`config.mk`:
```
export PLATFORM = sky130hd
export DESIGN_NAME = smbus_ctl
export DESIGN_NICKNAME = d
export VERILOG_FILES = /design/src/hw/smbus_ctl_pkg.sv /design/src/hw/glitch_filter.sv /design/src/hw/smbus_ctl.sv
export SDC_FILE = /design/constraint.sdc
export NUM_CORES = 1
export LEC_CHECK = 0
export ABC_AREA = 0
export BUFFER_PORTS_ARGS = -buffer_cell sky130_fd_sc_hd__buf_2
export CAP_MARGIN = 10
export CORE_MARGIN = 3
export CORE_UTILIZATION = 55
export DETAILED_ROUTE_END_ITERATION = 6
export PLACE_DENSITY = 0.75
export SLEW_MARGIN = 15
export SYNTH_ARGS = -nofsm -noshare
export SYNTH_HDL_FRONTEND = slang
export SYNTH_SLANG_ARGS = --single-unit
```
`constraint.sdc`:
```
create_clock -name CLOCK -period 5.8 [get_ports CLOCK]
set_input_delay 0.58 -clock CLOCK [delete_from_list [all_inputs] [get_ports CLOCK]]
set_output_delay 0.58 -clock CLOCK [all_outputs]
set_load 0.01 [all_outputs]
```
`src/hw/smbus_ctl_pkg.sv`:
```
// Constants for the serial bus control block
package smbus_ctl_pkg;
	localparam logic [11:0] ADDR_SERIAL_BUS_CONTROL = 12'h428;
	localparam logic [11:0] ADDR_LINK_STATUS        = 12'h42C;
	localparam int          DIV_LSB                 = 0;
	localparam int          DIV_MSB                 = 15;
	localparam int          IGN_ARB_BIT             = 16;
	localparam int          CKSUM_BYP_BIT           = 17;
	localparam int          TGT_FILT_LSB            = 18;
	localparam int          HOST_FILT_LSB           = 20;
	localparam int          TIMEOUT_OFF_BIT         = 22;
	localparam logic [15:0] DIV_STANDARD            = 16'h0139;
	localparam logic [15:0] DIV_FAST                = 16'h0053;
	localparam int          CLOCK_PERIOD_NS         = 40;
	localparam int          BASE_TICK_NS            = 32;
	localparam int          FILT_SLOW_NS            = 1000;
	localparam int          FILT_FAST_NS            = 100;
	localparam logic [7:0]  FILT_SLOW_CYC           = 8'((FILT_SLOW_NS + CLOCK_PERIOD_NS - 1) / CLOCK_PERIOD_NS);
	localparam logic [7:0]  FILT_FAST_CYC           = 8'((FILT_FAST_NS + CLOCK_PERIOD_NS - 1) / CLOCK_PERIOD_NS);
	localparam logic [1:0]  FILT_NORMAL             = 2'h0;
	localparam logic [1:0]  FILT_QUICK              = 2'h1;
	localparam logic [1:0]  FILT_OFF                = 2'h2;
	localparam logic [4:0]  ARB_LIMIT               = 5'h10;
	localparam int          TIMEOUT_US              = 25;
	localparam int          TIMEOUT_CYC             = TIMEOUT_US * 1000 / CLOCK_PERIOD_NS;
endpackage
```
`src/hw/glitch_filter.sv`:
```
// Two-line glitch filter with selectable settle time
`timescale 1ns/1ps
module glitch_filter
	import smbus_ctl_pkg::*;
(
	// Clock and reset
	input  wire logic       clk,
	input  wire logic       rst_n,
	// Setting and lines
	input  wire logic [1:0] mode,
	input  wire logic       scl_in,
	input  wire logic       sda_in,
	output logic            scl_out,
	output logic            sda_out
);
	typedef struct packed {
		logic       scl;
		logic       sda;
		logic [7:0] scl_cnt;
		logic [7:0] sda_cnt;
	} filt_state_t;

	filt_state_t s_q;
	filt_state_t s_d;
	logic [7:0]  limit;

	always_comb begin
		s_d = s_q;
		limit = (mode == FILT_QUICK) ? FILT_FAST_CYC : FILT_SLOW_CYC;
		if (mode == FILT_OFF) begin
			s_d.scl = scl_in;
			s_d.sda = sda_in;
			s_d.scl_cnt = 8'h00;
			s_d.sda_cnt = 8'h00;
		end else begin
			// Level must stay changed for the full settle time
			if (scl_in == s_q.scl) begin
				s_d.scl_cnt = 8'h00;
			end else if (s_q.scl_cnt + 8'h01 >= limit) begin
				s_d.scl = scl_in;
				s_d.scl_cnt = 8'h00;
			end else begin
				s_d.scl_cnt = s_q.scl_cnt + 8'h01;
			end
			if (sda_in == s_q.sda) begin
				s_d.sda_cnt = 8'h00;
			end else if (s_q.sda_cnt + 8'h01 >= limit) begin
				s_d.sda = sda_in;
				s_d.sda_cnt = 8'h00;
			end else begin
				s_d.sda_cnt = s_q.sda_cnt + 8'h01;
			end
		end
	end

	always_ff @(posedge clk or negedge rst_n) begin
		if (!rst_n) begin
			s_q <= '{scl: 1'b1, sda: 1'b1, scl_cnt: 8'h00, sda_cnt: 8'h00};
		end else begin
			s_q <= s_d;
		end
	end

	assign scl_out = s_q.scl;
	assign sda_out = s_q.sda;
endmodule

```
`src/hw/smbus_ctl.sv`:
```
// Serial bus control register, prescaler, filters and timeout gating
// Functional notes
// Prescaler period is 32 ns times the 16-bit divider value.
// Divider of zero or one stops the prescaler clock.
// Standard-speed boot strap loads divider 0x0139.
// Fast boot strap loads divider 0x53, about 376 kHz.
// Master clock stays low for half the programmed period.
// Ignore bit lets master continue after losing arbitration.
// Bypass bit makes the EEPROM checksum always pass.
// Filter delay applies to clock and data before use.
// Target filter: 0 about 1 us, 1 100 ns, 2 none.
// Host filter: 0 about 1 us, 1 100 ns, 2 none.
// Timeout-off bit suppresses timeouts on both sides; resets zero.
// Otherwise retry arbitration, abort after 16 losses, flag error.
// Prescaler counts 32 ns ticks, reloading from divider each period.
//
// Register access over APB was decided locally.
`timescale 1ns/1ps
module smbus_ctl
	import smbus_ctl_pkg::*;
#(
	parameter int TIMEOUT_CYCLES = TIMEOUT_CYC
) (
	// Clock and reset
	input  wire logic        CLOCK,
	input  wire logic        RESETN,
	// Boot strap
	input  wire logic        FAST_BOOT,
	// APB slave
	input  wire logic        PSEL,
	input  wire logic        PENABLE,
	input  wire logic        PWRITE,
	input  wire logic [11:0] PADDR,
	input  wire logic [31:0] PWDATA,
	output logic      [31:0] PRDATA,
	output logic             PREADY,
	output logic             PSLVERR,
	// Filtered bus lines
	input  wire logic        TARGET_SIDE_CLOCK_PIN,
	input  wire logic        TARGET_SIDE_DATA_PIN,
	input  wire logic        HOST_SIDE_CLOCK_PIN,
	input  wire logic        HOST_SIDE_DATA_PIN,
	output logic             TARGET_CLOCK_FILTERED,
	output logic             TARGET_DATA_FILTERED,
	output logic             HOST_CLOCK_FILTERED,
	output logic             HOST_DATA_FILTERED,
	// Master clock output
	output logic             PRESCALE_CLOCK,
	// Arbitration
	input  wire logic        ARB_ATTEMPT_DONE,
	input  wire logic        ARB_LOST,
	output logic             ARB_RETRY,
	output logic             ARB_ABORT,
	output logic             ARB_PROCEED,
	// Checksum
	input  wire logic        CHECKSUM_BAD,
	output logic             CHECKSUM_ERROR,
	// Timeouts
	input  wire logic        HOST_CLOCK_LOW,
	input  wire logic        TARGET_CLOCK_LOW,
	output logic             HOST_TIMEOUT,
	output logic             TARGET_TIMEOUT
);
	typedef struct packed {
		logic        strap_done;
		logic [15:0] divider;
		logic        ign_arb;
		logic        cksum_byp;
		logic [1:0]  tgt_filt;
		logic [1:0]  host_filt;
		logic        timeout_off;
		logic [31:0] prdata;
		logic        pready;
		logic        pslverr;
		logic [4:0]  base_cnt;
		logic [15:0] tick_cnt;
		logic        pclk;
		logic [4:0]  arb_losses;
		logic        arb_retry;
		logic        arb_abort;
		logic        arb_proceed;
		logic        arb_err;
		logic        cksum_err;
		logic [31:0] host_to_cnt;
		logic [31:0] tgt_to_cnt;
		logic        host_to;
		logic        tgt_to;
	} ctl_state_t;

	localparam logic [6:0] BASE_STEP = 7'(BASE_TICK_NS);
	localparam logic [6:0] CLK_STEP  = 7'(CLOCK_PERIOD_NS);

	ctl_state_t s_q;
	ctl_state_t s_d;
	logic       wr_en;
	logic       rd_en;
	logic       reg_hit;
	logic       stat_hit;
	logic [1:0]  ticks;
	logic [6:0]  base_sum;
	logic [16:0] tick_sum;
	logic [15:0] half;

	always_comb begin
		s_d = s_q;
		wr_en = PSEL && PENABLE && PWRITE && !s_q.pready;
		rd_en = PSEL && PENABLE && !PWRITE && !s_q.pready;
		reg_hit = (PADDR == ADDR_SERIAL_BUS_CONTROL);
		stat_hit = (PADDR == ADDR_LINK_STATUS);
		s_d.pready = PSEL && PENABLE && !s_q.pready;
		s_d.pslverr = PSEL && PENABLE && !s_q.pready && !reg_hit && !stat_hit;
		// Boot strap captured once after reset release
		if (!s_q.strap_done) begin
			s_d.strap_done = 1'b1;
			s_d.divider = FAST_BOOT ? DIV_FAST : DIV_STANDARD;
		end
		if (wr_en && reg_hit) begin
			s_d.divider = PWDATA[DIV_MSB:DIV_LSB];
			s_d.ign_arb = PWDATA[IGN_ARB_BIT];
			s_d.cksum_byp = PWDATA[CKSUM_BYP_BIT];
			s_d.tgt_filt = PWDATA[TGT_FILT_LSB +: 2];
			s_d.host_filt = PWDATA[HOST_FILT_LSB +: 2];
			s_d.timeout_off = PWDATA[TIMEOUT_OFF_BIT];
		end
		if (rd_en) begin
			s_d.prdata = 32'h0000_0000;
			if (reg_hit) begin
				s_d.prdata[DIV_MSB:DIV_LSB] = s_q.divider;
				s_d.prdata[IGN_ARB_BIT] = s_q.ign_arb;
				s_d.prdata[CKSUM_BYP_BIT] = s_q.cksum_byp;
				s_d.prdata[TGT_FILT_LSB +: 2] = s_q.tgt_filt;
				s_d.prdata[HOST_FILT_LSB +: 2] = s_q.host_filt;
				s_d.prdata[TIMEOUT_OFF_BIT] = s_q.timeout_off;
			end else if (stat_hit) begin
				s_d.prdata[0] = s_q.arb_err;
				s_d.prdata[1] = s_q.cksum_err;
				s_d.prdata[2] = s_q.host_to;
				s_d.prdata[3] = s_q.tgt_to;
				s_d.prdata[8 +: 5] = s_q.arb_losses;
			end
		end
		// Whole 32 ns ticks in one clock period, remainder carried on
		base_sum = {2'b00, s_q.base_cnt} + CLK_STEP;
		if (base_sum >= BASE_STEP + BASE_STEP) begin
			ticks = 2'h2;
			s_d.base_cnt = 5'(base_sum - BASE_STEP - BASE_STEP);
		end else if (base_sum >= BASE_STEP) begin
			ticks = 2'h1;
			s_d.base_cnt = 5'(base_sum - BASE_STEP);
		end else begin
			ticks = 2'h0;
			s_d.base_cnt = 5'(base_sum);
		end
		// Very small dividers alias against the clock; edges land on clock edges
		half = {1'b0, s_q.divider[15:1]};
		tick_sum = {1'b0, s_q.tick_cnt} + {15'h0000, ticks};
		if (s_q.divider <= 16'h0001) begin
			s_d.tick_cnt = 16'h0000;
			s_d.pclk = 1'b1;
		end else begin
			if (s_q.tick_cnt >= s_q.divider) begin
				// Divider lowered below the running count
				s_d.tick_cnt = 16'h0000;
			end else if (tick_sum >= {1'b0, s_q.divider}) begin
				s_d.tick_cnt = 16'(tick_sum - {1'b0, s_q.divider});
			end else begin
				s_d.tick_cnt = 16'(tick_sum);
			end
			s_d.pclk = (s_d.tick_cnt >= half);
		end
		// Arbitration handling
		s_d.arb_retry = 1'b0;
		s_d.arb_abort = 1'b0;
		s_d.arb_proceed = 1'b0;
		if (ARB_ATTEMPT_DONE) begin
			if (!ARB_LOST || s_q.ign_arb) begin
				s_d.arb_proceed = 1'b1;
				s_d.arb_losses = 5'h00;
			end else if (s_q.arb_losses + 5'h01 >= ARB_LIMIT) begin
				s_d.arb_abort = 1'b1;
				s_d.arb_err = 1'b1;
				s_d.arb_losses = 5'h00;
			end else begin
				s_d.arb_retry = 1'b1;
				s_d.arb_losses = s_q.arb_losses + 5'h01;
			end
		end
		if (wr_en && stat_hit && PWDATA[0] && !(ARB_ATTEMPT_DONE && ARB_LOST && !s_q.ign_arb)) begin
			s_d.arb_err = s_d.arb_abort;
		end
		s_d.cksum_err = (CHECKSUM_BAD && !s_q.cksum_byp) || s_q.cksum_err;
		if (wr_en && stat_hit && PWDATA[1] && !(CHECKSUM_BAD && !s_q.cksum_byp)) begin
			s_d.cksum_err = 1'b0;
		end
		// Clock-low timeouts
		if (s_q.timeout_off || !HOST_CLOCK_LOW) begin
			s_d.host_to_cnt = 32'h0;
			s_d.host_to = 1'b0;
		end else if (s_q.host_to_cnt >= 32'(TIMEOUT_CYCLES)) begin
			s_d.host_to = 1'b1;
		end else begin
			s_d.host_to_cnt = s_q.host_to_cnt + 32'h1;
		end
		if (s_q.timeout_off || !TARGET_CLOCK_LOW) begin
			s_d.tgt_to_cnt = 32'h0;
			s_d.tgt_to = 1'b0;
		end else if (s_q.tgt_to_cnt >= 32'(TIMEOUT_CYCLES)) begin
			s_d.tgt_to = 1'b1;
		end else begin
			s_d.tgt_to_cnt = s_q.tgt_to_cnt + 32'h1;
		end
	end

	always_ff @(posedge CLOCK or negedge RESETN) begin
		if (!RESETN) begin
			s_q <= '0;
			s_q.divider <= DIV_STANDARD;
			s_q.pclk <= 1'b1;
		end else begin
			s_q <= s_d;
		end
	end

	logic t_scl;
	logic t_sda;
	logic h_scl;
	logic h_sda;

	glitch_filter u_target_filter (
		.clk     (CLOCK),
		.rst_n   (RESETN),
		.mode    (s_q.tgt_filt),
		.scl_in  (TARGET_SIDE_CLOCK_PIN),
		.sda_in  (TARGET_SIDE_DATA_PIN),
		.scl_out (t_scl),
		.sda_out (t_sda)
	);

	glitch_filter u_host_filter (
		.clk     (CLOCK),
		.rst_n   (RESETN),
		.mode    (s_q.host_filt),
		.scl_in  (HOST_SIDE_CLOCK_PIN),
		.sda_in  (HOST_SIDE_DATA_PIN),
		.scl_out (h_scl),
		.sda_out (h_sda)
	);

	assign TARGET_CLOCK_FILTERED = t_scl;
	assign TARGET_DATA_FILTERED  = t_sda;
	assign HOST_CLOCK_FILTERED   = h_scl;
	assign HOST_DATA_FILTERED    = h_sda;
	assign PRDATA                = s_q.prdata;
	assign PREADY                = s_q.pready;
	assign PSLVERR               = s_q.pslverr;
	assign PRESCALE_CLOCK        = s_q.pclk;
	assign ARB_RETRY             = s_q.arb_retry;
	assign ARB_ABORT             = s_q.arb_abort;
	assign ARB_PROCEED           = s_q.arb_proceed;
	assign CHECKSUM_ERROR        = s_q.cksum_err;
	assign HOST_TIMEOUT          = s_q.host_to;
	assign TARGET_TIMEOUT        = s_q.tgt_to;
endmodule

```
# Word level (Yosys, flattened, before mapping)
# Cells that the tools add are included.
# totals
ff_bits,183
elab_cells,175
inputBits,59
out_inout_bits,45
# op_classes
mux,56
reduce_logical,45
magnitude_cmp,13
addsub,12
eq_ne,18
# op_table
cell,count
$mux W32,4
$add A32 B1 Y32 const B,2
$ge A32 B10 Y1 const B,2
$mux W16,4
$mux W8,8
$mux W5,8
$mux W18,2
$add A8 B1 Y8 const B,4
$ge A8 B8 Y1,4
$eq A12 B11 Y1 const B,2
$mux W23,1
$mux W1,20
$add A16 B2 Y17,1
$ge A17 B16 Y1,1
$logic_and A1 B1 Y1,17
$mux W17,1
$ge A16 B15 Y1,1
$ge A16 B16 Y1,1
$le A16 B1 Y1 const B,1
$mux W4,4
$reduce_bool A2 Y1,8
$sub A16 B16 Y16,1
$ne A2 B1 Y1 const B,6
$logic_not A1 Y1,11
other kinds (16),30

# Longest topological paths before layout
# logic_depth
word_depth,11
depth_mapped,24
ltp_nobuf,23

# Cells and area by module
# A second synthesis with hierarchy kept.
# hier_totals
cells_unflattened,1009
area_unflattened_um2,9955.8
# by_module_without_submodules
module,area_each_um2,cells_per_inst,seq_area_each_um2,instances
smbus_ctl,8084.0,836,3611.0,1
glitch_filter at u_target_filter,937.1,85,452.9,1
glitch_filter at u_host_filter,934.6,88,452.9,1

# Worst setup path after synthesis
# OpenSTA, ideal clock, no wires.
# synth_path
path_kind,register to register
start,register s_q[96] (netlist name)
end,register s_q (netlist bit PRESCALE_CLOCK)
t_arrival_ps,4870
setup_time_ps,94
slack_ps,836
path_stages_with_launch,24
path_buffers,1
t_required_ps,5706
period_less_slack_ps,4964
path_cell_list,dfrtp_1 ha_1 inv_1 ha_1 inv_1 fa_1 nand2b_1 nor4_2 nand3_1 xnor2_1 ha_1 nand2_1 or3_1 o31ai_1 o31a_1 clkbuf_1 nand2_1 a21oi_1 ha_1 a21o_1 a211oi_1 o21ai_0 a21oi_1 o311ai_1
# synth_rtl
element,line_no,text
"start, declared",smbus_ctl.sv:93,ctl_state_t s_q;

==> results.json <==
{
  "synth_cells": 1005,
  "maxCapViolCount": 0,
  "totalNegativeSetupSlack_ns": 0,
  "antenna_found_initial": 1,
  "ys_seq_elements": 180,
  "synth-seq-area-share": 0.456,
  "clk_pin_slew_ns": 0.08,
  "drc": 0,
  "io_buffers": 85,
  "cts_hold_buf": 0,
  "synth_top_cell_by_area": "dfrtp_1",
  "die_area_sq_um": 19700,
  "worst_setup_path_end_kind": "flip-flop",
  "power.density_nw_per_um2": 378,
  "h-tree-depth": 4,
  "syn_area_per_cell_sq_um": 9.86,
  "ys.flop_type": "dfrtp_1",
  "power_frac_comb": 0.399,
  "clock_path_buffers": 2,
  "start_util": 0.567,
  "finalMaxSlewViolations": 0,
  "dp.cells": 1287,
  "synth_common_cells": "170 x dfrtp_1, 81 x nand2_1, 69 x ha_1, 67 x nor2_1, 50 x inv_1",
  "grt_pass1_wl_microns": 36600,
  "reg2reg_slack_ns": 0.43,
  "netSwitchingPower_mw": 1.54,
  "wl_per_cell_microns": 16.8,
  "die_w_microns": 140,
  "synthArstFlopShare": 1.00,
  "p_int_mw": 2.64,
  "cts-buffers-inserted": 17,
  "power_frac_clock": 0.268,
  "crit_fanout": 10,
  "via_count": 7614,
  "clock_sinks": 180,
  "peakVddDrop_v": 0.000318,
  "path_class": "flip-flop to flip-flop",
  "cts_tree": "done",
  "row_count": 48,
  "gp_congestion": 0.939,
  "drt_iter0_drc": 452,
  "ys_types": 74,
  "io_pins": 104,
  "seqPwrFrac": 0.334,
  "ant_nets": 0,
  "die_h_microns": 140,
  "min_period_over_period": 0.926,
  "fillers": 1453,
  "synth_edf_count": 0,
  "critPathLaunchType": "flip-flop",
  "worst_slew_margin_rel": 0.253,
  "worst_pin_slew_ns": 1.11,
  "ys_warn_count": 0,
  "core_area_sq_um": 17500,
  "status": "finished, final reports clean",
  "layout.nets": 1212,
  "yosysMostFrequentCell": "dfrtp_1",
  "synth_top_area_frac": 0.429,
  "netlist_area_sq_um": 9910,
  "dp_hpwl_microns": 16300,
  "fin_skew_ns": 0.0152,
  "stdcell_count": 1321,
  "fmax_mhz": 186,
  "finalHoldViolCount": 0,
  "area_delta_synth_final_pct": 11.6,
  "fin_crit_ns": 5.37,
  "cp.arrival_ns": 5.70,
  "p_leak_nw": 5.40,
  "viasPerCell": 5.76,
  "setup_violations": 0,
  "critPathRequiredTime_ns": 6.13,
  "grt_max_degree": 117,
  "hold_path_class": "input port to asynchronous set/reset pin",
  "track_usage": 0.229,
  "layout-drive-gt1-share": 0.150,
  "rsz0062_at_grt": "false",
  "clkLatencyLatePin_ns": 0.43,
  "synth_area_leaders": "dfrtp_1 43%, ha_1 8.7%, nand2_1 3.1%, and2_1 3.0%, dfstp_2 2.7%",
  "cts-root-buf": "clkbuf_16",
  "wirelength_microns": 22200,
  "drt_pre_antenna_iters": 4,
  "swShare": 0.368,
  "grt_overflow_total": 0,
  "grt_pass1_vias": 7335
}
## registers in the layout (all words and copies together) (netlist names), 15 cells and up
register and count:
u_host_filter.s_q 16, half 15, u_target_filter.s_q 16, s_q 97
PRDATA 23
## final timing paths
check,end,startpoint,cells after the start
setup / recovery,PRESCALE_CLOCK$_DFF_PN1_,s_q[96]$_DFF_PN0_,24
hold / removal,s_q[4]$_DFFE_PN0P_,RESETN,1
setup reg to reg,PRESCALE_CLOCK$_DFF_PN1_,s_q[96]$_DFF_PN0_,24
hold reg to reg,s_q[96]$_DFF_PN0_,s_q[96]$_DFF_PN0_,1
max in group asynchronous,u_host_filter.s_q[14]$_DFF_PN0_,RESETN,2
min in group CLOCK,s_q[138]$_DFFE_PN0P_,PWDATA[16],3
## power by group through the flow
| stage | registers (mW) | clock network [mW] | logic [mW] |
|---|---|---|---|
| after floorplan | 1.40 | 0 | 1.19 |
| after global placement | 1.41 | 0 | 1.59 |
| after detailed placement | 1.41 | 0 | 1.62 |
| after CTS | 1.39 | 1.14 | 1.63 |
| after global routing | 1.40 | 1.20 | 1.86 |
| final | 1.39 | 1.12 | 1.67 |
## per-stage QoR
| stage | cell area [sq um] | power, mW | utilization | setup WS [ns] | hold slack (ns) |
|---|---|---|---|---|---|
| detailed placement | 10400 | 3.03 | 0.598 | 0.415 | 0.418 |
| floorplan | 9980 | 2.59 | - | 0.836 | 0.284 |
| global placement | 10400 | 3.00 | 0.598 | 0.486 | 0.414 |
| CTS | 11000 | 4.16 | 0.631 | 0.389 | 0.332 |
| global route | 11100 | 4.46 | 0.633 | 0.0306 | 0.343 |
| finish | 11100 | 4.18 | 0.633 | 0.431 | 0.273 |
## layout make-up
class / instances / area (sq um) / area share
Antenna cell: 1 / 2.50 / 0.000226
Inverter: 50 / 188 / 0.0170
Timing Repair Buffer: 98 / 529 / 0.0479
Sequential cell: 180 / 4520 / 0.409
Clock buffer: 22 / 464 / 0.0420
Clock inverter: 10 / 111 / 0.0101
Tap cell: 225 / 282 / 0.0255
Multi-Input combinational cell: 735 / 4960 / 0.449
## kinds of logic (layout without fill, tap and decap cells)
kind of cell / Yosys count / count (layout) / share of synthesized area
compound gates: 192 / 192 / 0.134
xor+xnor: 52 / 52 / 0.0460
fa+ha+maj: 71 / 71 / 0.0912
buf+inv: 110 / 180 / 0.0539
flops: 180 / 180 / 0.456
mux: 18 / 18 / 0.0191
other cells: 2 / 23 / 0.000758
simple gates: 380 / 380 / 0.199
## timing repair
| action | 4_1_cts | 5_1_grt |
|---|---|---|
| setup endpoints to repair | 0 | 1 |
| setup buffers | 0 | 1 |
| endpoints found under the hold margin | 0 | 0 |
| gates resized for setup | 0 | 6 |
## per-layer routing
| metal | GRT usage | up-vias | wire length [microns] |
|---|---|---|---|
| met3 | 0.0403 | 37 | 906 |
| met1 | 0.313 | 3712 | 10100 |
| met2 | 0.372 | 179 | 10600 |
| met5 | 0 | - | 0 |
| met4 | 0.0780 | 0 | 554 |
| li1 | - | 3686 | - |
## worst max-delay path: stages, from the launching register on
cell	delay [ns]
dfrtp_1	0.38
ha_1	0.23
inv_1	0.10
ha_1	0.20
inv_1	0.06
fa_1	0.42
nand2b_2	0.24
or2_2	0.33
nor2_1	0.15
xor2_1	0.26
ha_1	0.38
a21oi_1	0.16
o21ai_0	0.15
a21o_1	0.22
o31a_1	0.35
buf_4	0.20
o211ai_1	0.27
a21oi_1	0.11
ha_1	0.31
a21oi_1	0.15
nor2b_1	0.05
o21ai_0	0.17
a21oi_1	0.09
a21oi_1	0.16
o311ai_1	0.12
## layout by cell type (no fill, tap or decap), types with 4 or more instances in the layout
cell       netlist  final
buf_4           32     13
and3_1          12     12
a21o_1          11     11
nor2b_1         24     23
a21oi_1         48     48
a31oi_1          7      7
o21ai_0         28     27
buf_2            1     84
inv_1           50     50
ha_1            69     67
dfstp_2         10     10
mux2_2           7      7
conb_1           2     22
and2_1          47     47
clkbuf_16        0     17
nand4_1         19     19
xor2_1          25     25
a21boi_0         4      4
nor4_1          19     19
nand2_1         81     81
nor2_1          67     67
nand2b_1        13     12
mux2i_1         11     11
a211oi_1        23     23
nand3_1         40     40
xnor2_1         27     27
o31ai_1         13     12
dfrtp_1        170    170
o211ai_1         4      4
or3_1            5      5
a22o_1          15     15
nor3_1          31     29
o221ai_1         8      8
Power figures use the tool's default switching activity.
